`src/common/fdlp_regs.vh`:
```
// register map, field positions and reset values of the link byte port
`ifndef FDLP_REGS_VH
`define FDLP_REGS_VH
// ----------------------------------------------------------------------
// register indices (byte address is four times the index)
// ----------------------------------------------------------------------
`define FDLP_IDX_RX_BYTE   8'h28
`define FDLP_IDX_MATCH_A   8'h29
`define FDLP_IDX_MATCH_B   8'h2a
`define FDLP_IDX_TX_BYTE   8'h7e
`define FDLP_IDX_CTRL      8'h80
`define FDLP_IDX_STATUS    8'h81
`define FDLP_IDX_MASK      8'h82
// ----------------------------------------------------------------------
// control fields
// ----------------------------------------------------------------------
`define FDLP_CTRL_DESTUFF  0
`define FDLP_CTRL_STUFF    1
`define FDLP_CTRL_MFLOAD   2
`define FDLP_CTRL_FSSRC    3
`define FDLP_CTRL_ESF      4
// ----------------------------------------------------------------------
// status and mask fields
// ----------------------------------------------------------------------
`define FDLP_ST_MATCH      0
`define FDLP_ST_TXEMPTY    1
`define FDLP_ST_RXFULL     2
// ----------------------------------------------------------------------
// reset values
// ----------------------------------------------------------------------
`define FDLP_RST_BYTE      8'h00
`define FDLP_RST_CTRL      5'h00
`define FDLP_RST_FLAGS     3'h0
// ----------------------------------------------------------------------
// bit stuffing run length
// ----------------------------------------------------------------------
`define FDLP_RUN_ONES      3'h5
`endif

```
`src/rtl/fdlp_sync.v`:
```
// two flip-flop synchroniser for pin inputs
`timescale 1ns/100ps
module fdlp_sync #(
	parameter WIDTH = 1
) (
	input  wire             i_clk,
	input  wire             i_rst_n,
	input  wire [WIDTH-1:0] i_async,
	output wire [WIDTH-1:0] o_sync
);
	reg [WIDTH-1:0] stage1_reg;
	reg [WIDTH-1:0] stage2_reg;

	// first stage is read only by the second
	always @(posedge i_clk) begin
		if (!i_rst_n) begin
			stage1_reg <= {WIDTH{1'b0}};
			stage2_reg <= {WIDTH{1'b0}};
		end else begin
			stage1_reg <= i_async;
			stage2_reg <= stage1_reg;
		end
	end

	assign o_sync = stage2_reg;
endmodule

```
`src/rtl/fdlp_top.v`:
```
// facility data link byte port: apb registers, rx assembly, tx serialiser
`timescale 1ns/100ps
`include "fdlp_regs.vh"
module fdlp_top (
	input  wire        I_CLK_SYS,
	input  wire        I_RST_N,
	input  wire        I_PSEL,
	input  wire        I_PENABLE,
	input  wire        I_PWRITE,
	input  wire [11:0] I_PADDR,
	input  wire [31:0] I_PWDATA,
	output wire [31:0] O_PRDATA,
	output wire        O_PREADY,
	output wire        O_PSLVERR,
	input  wire        I_RX_BIT,
	input  wire        I_RX_STROBE,
	input  wire        I_TX_REQ,
	input  wire        I_TX_MF_START,
	output wire        O_TX_BIT,
	output wire        O_TX_VALID,
	output wire        O_INT_N
);
	// ------------------------------------------------------------------
	// pin synchronisation
	// ------------------------------------------------------------------
	wire [3:0] pins_sync;
	wire       rx_bit;
	wire       rx_strobe_lvl;
	wire       tx_req_lvl;
	wire       tx_mf_lvl;
	reg  [2:0] pin_last_reg;

	fdlp_sync #(.WIDTH(4)) u_sync (
		.i_clk   (I_CLK_SYS),
		.i_rst_n (I_RST_N),
		.i_async ({I_TX_MF_START, I_TX_REQ, I_RX_STROBE, I_RX_BIT}),
		.o_sync  (pins_sync)
	);
	assign rx_bit        = pins_sync[0];
	assign rx_strobe_lvl = pins_sync[1];
	assign tx_req_lvl    = pins_sync[2];
	assign tx_mf_lvl     = pins_sync[3];

	// rising edges of the synchronised strobes
	always @(posedge I_CLK_SYS) begin
		if (!I_RST_N)
			pin_last_reg <= 3'h0;
		else
			pin_last_reg <= {tx_mf_lvl, tx_req_lvl, rx_strobe_lvl};
	end
	wire rx_stb = rx_strobe_lvl & ~pin_last_reg[0];
	wire tx_stb = tx_req_lvl & ~pin_last_reg[1];
	wire mf_stb = tx_mf_lvl & ~pin_last_reg[2];

	// ------------------------------------------------------------------
	// apb decode
	// ------------------------------------------------------------------
	reg  [7:0] rx_byte_reg;
	reg  [7:0] match_a_reg;
	reg  [7:0] match_b_reg;
	reg  [7:0] tx_byte_reg;
	reg  [4:0] ctrl_reg;
	reg  [2:0] status_reg;
	reg  [2:0] mask_reg;
	reg  [31:0] prdata_reg;
	reg  [31:0] rdata_next;
	reg         hit_next;

	wire [9:0] idx    = I_PADDR[11:2];
	wire       access = I_PSEL & I_PENABLE;
	wire       wr     = access & I_PWRITE;
	wire       rd_set = I_PSEL & ~I_PENABLE & ~I_PWRITE;

	// read mux and address hit
	always @* begin
		rdata_next = 32'h0000_0000;
		hit_next   = 1'b1;
		if (idx == {2'h0, `FDLP_IDX_RX_BYTE})
			rdata_next = {24'h000000, rx_byte_reg};
		else if (idx == {2'h0, `FDLP_IDX_MATCH_A})
			rdata_next = {24'h000000, match_a_reg};
		else if (idx == {2'h0, `FDLP_IDX_MATCH_B})
			rdata_next = {24'h000000, match_b_reg};
		else if (idx == {2'h0, `FDLP_IDX_TX_BYTE})
			rdata_next = {24'h000000, tx_byte_reg};
		else if (idx == {2'h0, `FDLP_IDX_CTRL})
			rdata_next = {27'h0, ctrl_reg};
		else if (idx == {2'h0, `FDLP_IDX_STATUS})
			rdata_next = {29'h0, status_reg};
		else if (idx == {2'h0, `FDLP_IDX_MASK})
			rdata_next = {29'h0, mask_reg};
		else
			hit_next = 1'b0;
	end

	// read data captured in the setup cycle
	always @(posedge I_CLK_SYS) begin
		if (!I_RST_N)
			prdata_reg <= 32'h0000_0000;
		else if (rd_set)
			prdata_reg <= rdata_next;
	end

	assign O_PRDATA  = prdata_reg;
	assign O_PREADY  = 1'b1;
	assign O_PSLVERR = access & ~hit_next;

	wire wr_ok   = wr & hit_next;
	wire wr_ma   = wr_ok & (idx == {2'h0, `FDLP_IDX_MATCH_A});
	wire wr_mb   = wr_ok & (idx == {2'h0, `FDLP_IDX_MATCH_B});
	wire wr_tx   = wr_ok & (idx == {2'h0, `FDLP_IDX_TX_BYTE});
	wire wr_ctrl = wr_ok & (idx == {2'h0, `FDLP_IDX_CTRL});
	wire wr_st   = wr_ok & (idx == {2'h0, `FDLP_IDX_STATUS});
	wire wr_mask = wr_ok & (idx == {2'h0, `FDLP_IDX_MASK});

	// plain software registers
	always @(posedge I_CLK_SYS) begin
		if (!I_RST_N) begin
			match_a_reg <= `FDLP_RST_BYTE;
			match_b_reg <= `FDLP_RST_BYTE;
			tx_byte_reg <= `FDLP_RST_BYTE;
			ctrl_reg    <= `FDLP_RST_CTRL;
			mask_reg    <= `FDLP_RST_FLAGS;
		end else begin
			if (wr_ma)
				match_a_reg <= I_PWDATA[7:0];
			if (wr_mb)
				match_b_reg <= I_PWDATA[7:0];
			if (wr_tx)
				tx_byte_reg <= I_PWDATA[7:0];
			if (wr_ctrl)
				ctrl_reg <= I_PWDATA[4:0];
			if (wr_mask)
				mask_reg <= I_PWDATA[2:0];
		end
	end

	wire destuff_en = ctrl_reg[`FDLP_CTRL_DESTUFF];
	wire stuff_en   = ctrl_reg[`FDLP_CTRL_STUFF];
	wire mfload_en  = ctrl_reg[`FDLP_CTRL_MFLOAD];

	// ------------------------------------------------------------------
	// receive assembly
	// ------------------------------------------------------------------
	reg  [7:0] rx_shift_reg;
	reg  [3:0] rx_cnt_reg;
	reg  [2:0] rx_ones_reg;
	reg        rx_six_reg;
	reg        rx_full_ev_reg;
	reg        rx_match_ev_reg;

	// drop the zero after exactly five ones, keep it after six or more
	wire rx_drop = destuff_en & ~rx_bit & ~rx_six_reg &
		(rx_ones_reg == `FDLP_RUN_ONES);
	wire [7:0] rx_shift_next = {rx_bit, rx_shift_reg[7:1]};

	always @(posedge I_CLK_SYS) begin
		if (!I_RST_N) begin
			rx_shift_reg    <= 8'h00;
			rx_cnt_reg      <= 4'h0;
			rx_ones_reg     <= 3'h0;
			rx_six_reg      <= 1'b0;
			rx_byte_reg     <= `FDLP_RST_BYTE;
			rx_full_ev_reg  <= 1'b0;
			rx_match_ev_reg <= 1'b0;
		end else begin
			rx_full_ev_reg  <= 1'b0;
			rx_match_ev_reg <= 1'b0;
			if (rx_stb) begin
				// run length of ones, saturating at six
				if (!rx_bit) begin
					rx_ones_reg <= 3'h0;
					rx_six_reg  <= 1'b0;
				end else if (rx_ones_reg == `FDLP_RUN_ONES)
					rx_six_reg <= 1'b1;
				else if (!rx_six_reg)
					rx_ones_reg <= rx_ones_reg + 3'h1;
				if (!rx_drop) begin
					rx_shift_reg <= rx_shift_next;
					if (rx_cnt_reg == 4'h7) begin
						rx_cnt_reg     <= 4'h0;
						rx_byte_reg    <= rx_shift_next;
						rx_full_ev_reg <= 1'b1;
						rx_match_ev_reg <=
							(rx_shift_next == match_a_reg) |
							(rx_shift_next == match_b_reg);
					end else
						rx_cnt_reg <= rx_cnt_reg + 4'h1;
				end
			end
		end
	end

	// ------------------------------------------------------------------
	// transmit serialiser
	// ------------------------------------------------------------------
	reg  [7:0] tx_shift_reg;
	reg  [3:0] tx_cnt_reg;
	reg  [2:0] tx_ones_reg;
	reg        tx_pend_reg;
	reg        tx_bit_reg;
	reg        tx_valid_reg;
	reg        tx_empty_ev_reg;

	// a written byte waits for the next multiframe when deferral is on
	wire tx_reload = (tx_cnt_reg == 4'h8) & (~mfload_en | tx_pend_reg);
	wire tx_stuff  = stuff_en & (tx_ones_reg == `FDLP_RUN_ONES);

	always @(posedge I_CLK_SYS) begin
		if (!I_RST_N) begin
			tx_shift_reg    <= 8'h00;
			tx_cnt_reg      <= 4'h8;
			tx_ones_reg     <= 3'h0;
			tx_pend_reg     <= 1'b0;
			tx_bit_reg      <= 1'b0;
			tx_valid_reg    <= 1'b0;
			tx_empty_ev_reg <= 1'b0;
		end else begin
			tx_valid_reg    <= 1'b0;
			tx_empty_ev_reg <= 1'b0;
			if (mf_stb & (tx_cnt_reg == 4'h8))  // boundary after byte done
				tx_pend_reg <= 1'b1;
			if (tx_reload) begin
				// reload repeats the held byte if none was written
				tx_shift_reg <= tx_byte_reg;
				tx_cnt_reg   <= 4'h0;
				tx_pend_reg  <= 1'b0;
			end else if (tx_stb & (tx_cnt_reg != 4'h8)) begin
				tx_valid_reg <= 1'b1;
				if (tx_stuff) begin
					tx_bit_reg  <= 1'b0;
					tx_ones_reg <= 3'h0;
				end else begin
					tx_bit_reg   <= tx_shift_reg[0];
					tx_shift_reg <= {1'b0, tx_shift_reg[7:1]};
					tx_cnt_reg   <= tx_cnt_reg + 4'h1;
					tx_ones_reg  <= tx_shift_reg[0] ?
						tx_ones_reg + 3'h1 : 3'h0;
					if (tx_cnt_reg == 4'h7)
						tx_empty_ev_reg <= 1'b1;
				end
			end
		end
	end

	assign O_TX_BIT   = tx_bit_reg;
	assign O_TX_VALID = tx_valid_reg;

	// ------------------------------------------------------------------
	// sticky status and interrupt
	// ------------------------------------------------------------------
	wire [2:0] ev;
	assign ev[`FDLP_ST_MATCH]   = rx_match_ev_reg;
	assign ev[`FDLP_ST_TXEMPTY] = tx_empty_ev_reg;
	assign ev[`FDLP_ST_RXFULL]  = rx_full_ev_reg;
	wire [2:0] clr = wr_st ? I_PWDATA[2:0] : 3'h0;

	genvar g;
	generate
		for (g = 0; g < 3; g = g + 1) begin : g_flag
			// a set in the clear cycle wins
			always @(posedge I_CLK_SYS) begin
				if (!I_RST_N)
					status_reg[g] <= 1'b0;
				else if (ev[g])
					status_reg[g] <= 1'b1;
				else if (clr[g])
					status_reg[g] <= 1'b0;
			end
		end
	endgenerate

	reg int_n_reg;
	always @(posedge I_CLK_SYS) begin
		if (!I_RST_N)
			int_n_reg <= 1'b1;
		else
			int_n_reg <= ~|(status_reg & mask_reg);
	end
	assign O_INT_N = int_n_reg;
endmodule

```
`config.mk`:
```
export PLATFORM = sky130hd
export DESIGN_NAME = fdlp_top
export DESIGN_NICKNAME = d
export VERILOG_FILES = /design/src/rtl/fdlp_sync.v /design/src/rtl/fdlp_top.v
export VERILOG_INCLUDE_DIRS = /design/src /design/src/common
export SDC_FILE = /design/constraint.sdc
export NUM_CORES = 1
export LEC_CHECK = 0
export BUFFER_PORTS_ARGS = -buffer_cell sky130_fd_sc_hd__buf_2
export CAP_MARGIN = 20
export CORE_ASPECT_RATIO = 0.6
export CORE_MARGIN = 2
export CORE_UTILIZATION = 50
export DETAILED_ROUTE_END_ITERATION = 7
export MAX_ROUTING_LAYER = met4
export PLACE_DENSITY = 0.73
export SYNTH_ARGS = -nofsm -noshare
export SYNTH_HDL_FRONTEND = slang
export SYNTH_HIERARCHICAL = 1
export SYNTH_SLANG_ARGS = --single-unit
```
`constraint.sdc`:
```
create_clock -name I_CLK_SYS -period 2.83 [get_ports I_CLK_SYS]
set_input_delay 0.1415 -clock I_CLK_SYS [delete_from_list [all_inputs] [get_ports I_CLK_SYS]]
set_output_delay 0.1415 -clock I_CLK_SYS [all_outputs]
set_load 0.02 [all_outputs]
```
# Word level (Yosys, flattened, before mapping)
# Cells that the tools add are included.
# totals
inputBits	53
reg_bits	124
wordCells	148
# op_classes
mux	39
n_bitwise	41
addsub	4
reduce_logical	17
n_eq_ne	19
# op_table
operator	count
two-way mux 8 bit	7
== test 10 x 6 -> 1 bit, second input constant	3
== test 10 x 8 -> 1 bit, second input constant	3
two-way mux 3 bit	8
bitwise AND 1 bit	22
two-way mux 1 bit	19
== test 8 bit	2
two-way mux 4 bit	4
NOT 1 bit	16
== test 10 x 7 -> 1 bit, second input constant	1
AND reduction 2 bit	5
adder 4 x 1 -> 4 bit, second input constant	2
== test 4 x 3 -> 1 bit, second input constant	2
!= test 2 bit, second input constant	4
nonzero test 2 bit	4
OR reduction 4 bit	2
adder 3 x 1 -> 3 bit, second input constant	2
== test 3 bit, second input constant	2
AND reduction 3 bit	2
OR reduction 3 bit	2
two-way mux 5 bit	1
== test 4 bit, second input constant	1
!= test 4 bit, second input constant	1
bitwise AND 3 bit	1
other kinds (3)	4

# Depth between registers and ports, before layout
# depth
ltp_word	13
depth_mapped	9

# Cells and area by module
# Netlist, hierarchy kept.
# by_module_without_submodules
mod	cells_per_inst	area_each_um2	instances
fdlp_top	507	4438.0	1
fdlp_sync	16	210.2	1

# Worst setup path before layout
# No wires, ideal clock.
# synth_path
path_type	register to register
startpoint	reg tx_cnt_reg[0]
endpoint	reg tx_cnt_reg[2]
required_ns	2.716
t_arrival_ns	1.485
path_slack_ns	1.230
n_path_buf	2
stages_incl_launch_ff	10
period_less_slack_ns	1.600
cell_sequence	dfxtp_1 > inv_1 > ha_1 > nand3b_1 > and4b_1 > buf_2 > buf_4 > nand2_1 > xor2_1 > nor2_1
# synth_between
elab_chain_cells	3
word_cells_on_any_way	7
cone_classes	add/sub: 1; eq/ne: 2; bitwise: 2; reduce/logical: 2
# synth_rtl
item	line_no	source
from (decl)	fdlp_top.v:198	reg [3:0] tx_cnt_reg;
from (signal assigned)	fdlp_top.v:236	tx_cnt_reg <= tx_cnt_reg + 4'h1;
!= test 4 bit / == test 4 bit (equally long branches)	fdlp_top.v:228, fdlp_top.v:206	
bitwise AND 1 bit, on equally long branches	fdlp_top.v:228, fdlp_top.v:206	
AND reduction 2 bit (no line) / OR reduction 2 bit (equally long branches)	n/a	
# Parallel ways exist; a longest one is shown, timed or not.
# A chain may end at the register's enable or synchronous reset.

# Final worst setup path
# layout_path
startpoint	reg rx_ones_reg[0]
endpoint	reg rx_byte_reg[1]
# layout_between
elab_chain_cells	4
# layout_rtl
item	line_no	source
from (decl)	fdlp_top.v:147	reg [2:0] rx_ones_reg;
from (signal assigned)	fdlp_top.v:177	rx_ones_reg <= rx_ones_reg + 3'h1;
== test 3 bit (no line)	n/a	
bitwise AND 1 bit	fdlp_top.v:153	wire rx_drop = destuff_en & ~rx_bit & ~rx_six_reg &
NOT 1 bit (no line)	n/a	
AND reduction 3 bit (no line)	n/a	
to (signal assigned)	fdlp_top.v:163	rx_byte_reg <= `FDLP_RST_BYTE;
to (signal assigned)	fdlp_top.v:182	rx_byte_reg <= rx_shift_next;
to (decl)	fdlp_top.v:58	reg [7:0] rx_byte_reg;
# No other way between the ends.

==> run metrics <==
outcome completed; CP arrival between 2 and 2.5 ns; Die H between 70 and 80 um; GR Overflow Total 0; max incr delay on CP 0.54 ns; drt initial violations around 390; CP required 3.11 ns; die width roughly 130 um; Area Overhead vs Synth 11.8%; first-pass GRT wire length between 15000 and 20000 um; root buf cell clkbuf_16; Setup CP Type register to register; cells along the critical path ha_1 > nand4b_1 > o21ai_1 > nor2_1 > nor2_1 > a22o_1; clk_lat worst skew about 0.35 ns; PD cells 555 mW/mm2; placer congestion estimate about 0.96; Post-route DRC 0; HP Class input port to register; largest net degree at the start of global routing 30; period utilization 0.747; crit path max fanout 8; min-delay src I_PWDATA[5]; CP startpoint kind register; Synth cell types 63; drt pass-1 iters 6; Detail Placement HPWL ~8500 um; # IOs 90; layout cells sized above 1 0.143; hold violation total from the final report 0; static leakage approximately 2 nW; drt total wl between 10000 and 15000 um; ANT cells 0; clock sink count a little under 100; ys flop type dfxtp_1; minimum clock period 2.11 ns; filler instances roughly 800; final setup fails 0; synthesized area per cell between 8 and 9 um2; Setup TNS 0 ns; Async S/R FF share, synth 0; sequential area share after synthesis 0.426; gr usage total 0.240; reg2reg end rx_byte_reg[1]; TritonCTS clock tree done; CTS max path bufs 2; worst flop-to-flop path startpoint rx_ones_reg[0]; Core Footprint around 0.0091 mm2; initial antenna violation count 0; Worst Tran Pin Value between 0.7 and 0.8 ns; # port buffers 38; Nets a little over 600; YS warnings 6; worst clock skew roughly 0.0092 ns; Max-cap violations 0; Final Core Density 0.572; setup bufs post-CTS 0; Via Count 3856; full die area just over 0.01 mm2; Routed WL per cell about 17 um; Worst setup startpoint rx_ones_reg[0]; FMAX between 400 and 500 MHz; Tot Pwr ~2.9 mW; clock buffer count from CTS 9; via/cell ratio approximately 5.6; Slowest cell on crit path o21ai_1; Post-synth EDFFs 0; H-tree depth 3; Reg2Reg Depth 6; Post-Synthesis Cells roughly 520; CP dominant cell by count nor2_1; CP endpoint kind register; RSZ-0062 raised after global routing false; FP Rows 27; Initial Utilization 0.511; VDD IR-drop max roughly 0.29 mV; Reg2Reg Setup Slack 0.72 ns; Synth Register Bits a little under 100; Max transition margin 0.513; Clock Pin Slew Worst Setup and Hold Paths approximately 0.07 ns; Worst Setup EP rx_byte_reg[1]; Syn Std Cell Area 0.00465 mm2; Hold WS between 0.07 and 0.08 ns; antenna-violating nets left 0; fin. max-slew vios 0; via count of the first global-routing pass ~3500
[worst max-delay path: cells and delay by family (launching register included)]
kind | cells | cell delay, ns
AO/OA/AOI/OAI | 2 | 0.77
AND/OR/NAND/NOR | 3 | 0.72
adder cells (fa/ha/maj) | 1 | 0.21
flip-flops | 1 | 0.37
[area by class of cell]
cell class	count	area, um2	area share
Inverter	15	56.3	0.0108
Sequential cell	99	1980	0.381
Tap cell	116	145	0.0279
Clock inverter	5	60.1	0.0116
Clock buffer	11	253	0.0486
Timing Repair Buffer	49	283	0.0544
Multi-Input combinational cell	389	2420	0.465
[how the worst min path moves through the flow]
stage | endpoint | cells past startpoint
2_1_floorplan | O_INT_N | 1
6_report | match_b_reg[5] | 3
3_5_place_dp | u_sync/stage1_reg[2] | 2
5_1_grt | match_b_reg[7] | 3
3_3_place_gp | u_sync/stage1_reg[2] | 2
4_1_cts | match_b_reg[5] | 3
[Yosys cell counts (6+ instances only)]
cell type | number | share of area
nand4_1 | 6 | 0.0081
nand3_1 | 13 | 0.014
ha_1 | 7 | 0.019
o21ai_0 | 23 | 0.025
and2_1 | 16 | 0.022
buf_2 | 6 | 0.0065
mux2i_1 | 34 | 0.073
a21oi_1 | 31 | 0.033
dfxtp_1 | 99 | 0.43
a21oi_2 | 8 | 0.015
clkbuf_1 | 7 | 0.0057
a22o_1 | 9 | 0.017
a22oi_1 | 9 | 0.015
nand2_1 | 55 | 0.044
buf_4 | 27 | 0.044
inv_1 | 14 | 0.011
xnor2_1 | 19 | 0.036
nor2_1 | 56 | 0.045
[what timing repair did]
action / 4_1_cts / 5_1_grt
hold buffers: 4 / 0
hold endpoints to repair: 4 / 0
gates resized for setup: 0 / 0
[metal layers]
metal  wire, um  GRT usage  vias up
met4        158     0.0692        0
met1       5750      0.345     1827
met5          0          -        -
li1           -          -     1856
met3        888     0.0648       17
met2       4540      0.326      156
[stage by stage]
step	setup slack [ns]	instances	instance area [um2]
after floorplan	1.23	546	4730
after global placement	0.869	664	4840
after detailed placement	0.738	664	4840
after CTS	0.727	684	5200
after global routing	0.539	684	5200
final	0.716	684	5200
[cells in the final DEF, fill, tap and decap left out, drive strengths merged, types with 13 or more instances in the layout]
master  count
a21oi      39
and2       16
buf        45
conb       25
dfxtp      99
inv        15
mux2i      34
nand2      56
nand3      13
nor2       58
o21ai      25
xnor2      19
[logic make-up (layout without fill, tap and decap cells)]
logic type,count (synthesis),in the layout,share of synthesized area
flip-flops,99,99,0.426
other,2,25,0.00162
adder cells (fa/ha/maj),7,7,0.0188
XOR/XNOR,21,21,0.0396
buffers and inverters,58,80,0.0719
AO/OA/AOI/OAI,115,115,0.163
AND/OR/NAND/NOR,186,186,0.203
multiplexers,35,35,0.0756
[power by group]
part / internal, mW / total (mW) / switching [mW] / leakage, nW
combinational: 0.0576 / 0.198 / 0.141 / 1.04
sequential: 1.41 / 1.42 / 0.00999 / 0.800
clock: 0.737 / 1.27 / 0.534 / 0.152
Power figures use the tool's default switching activity.
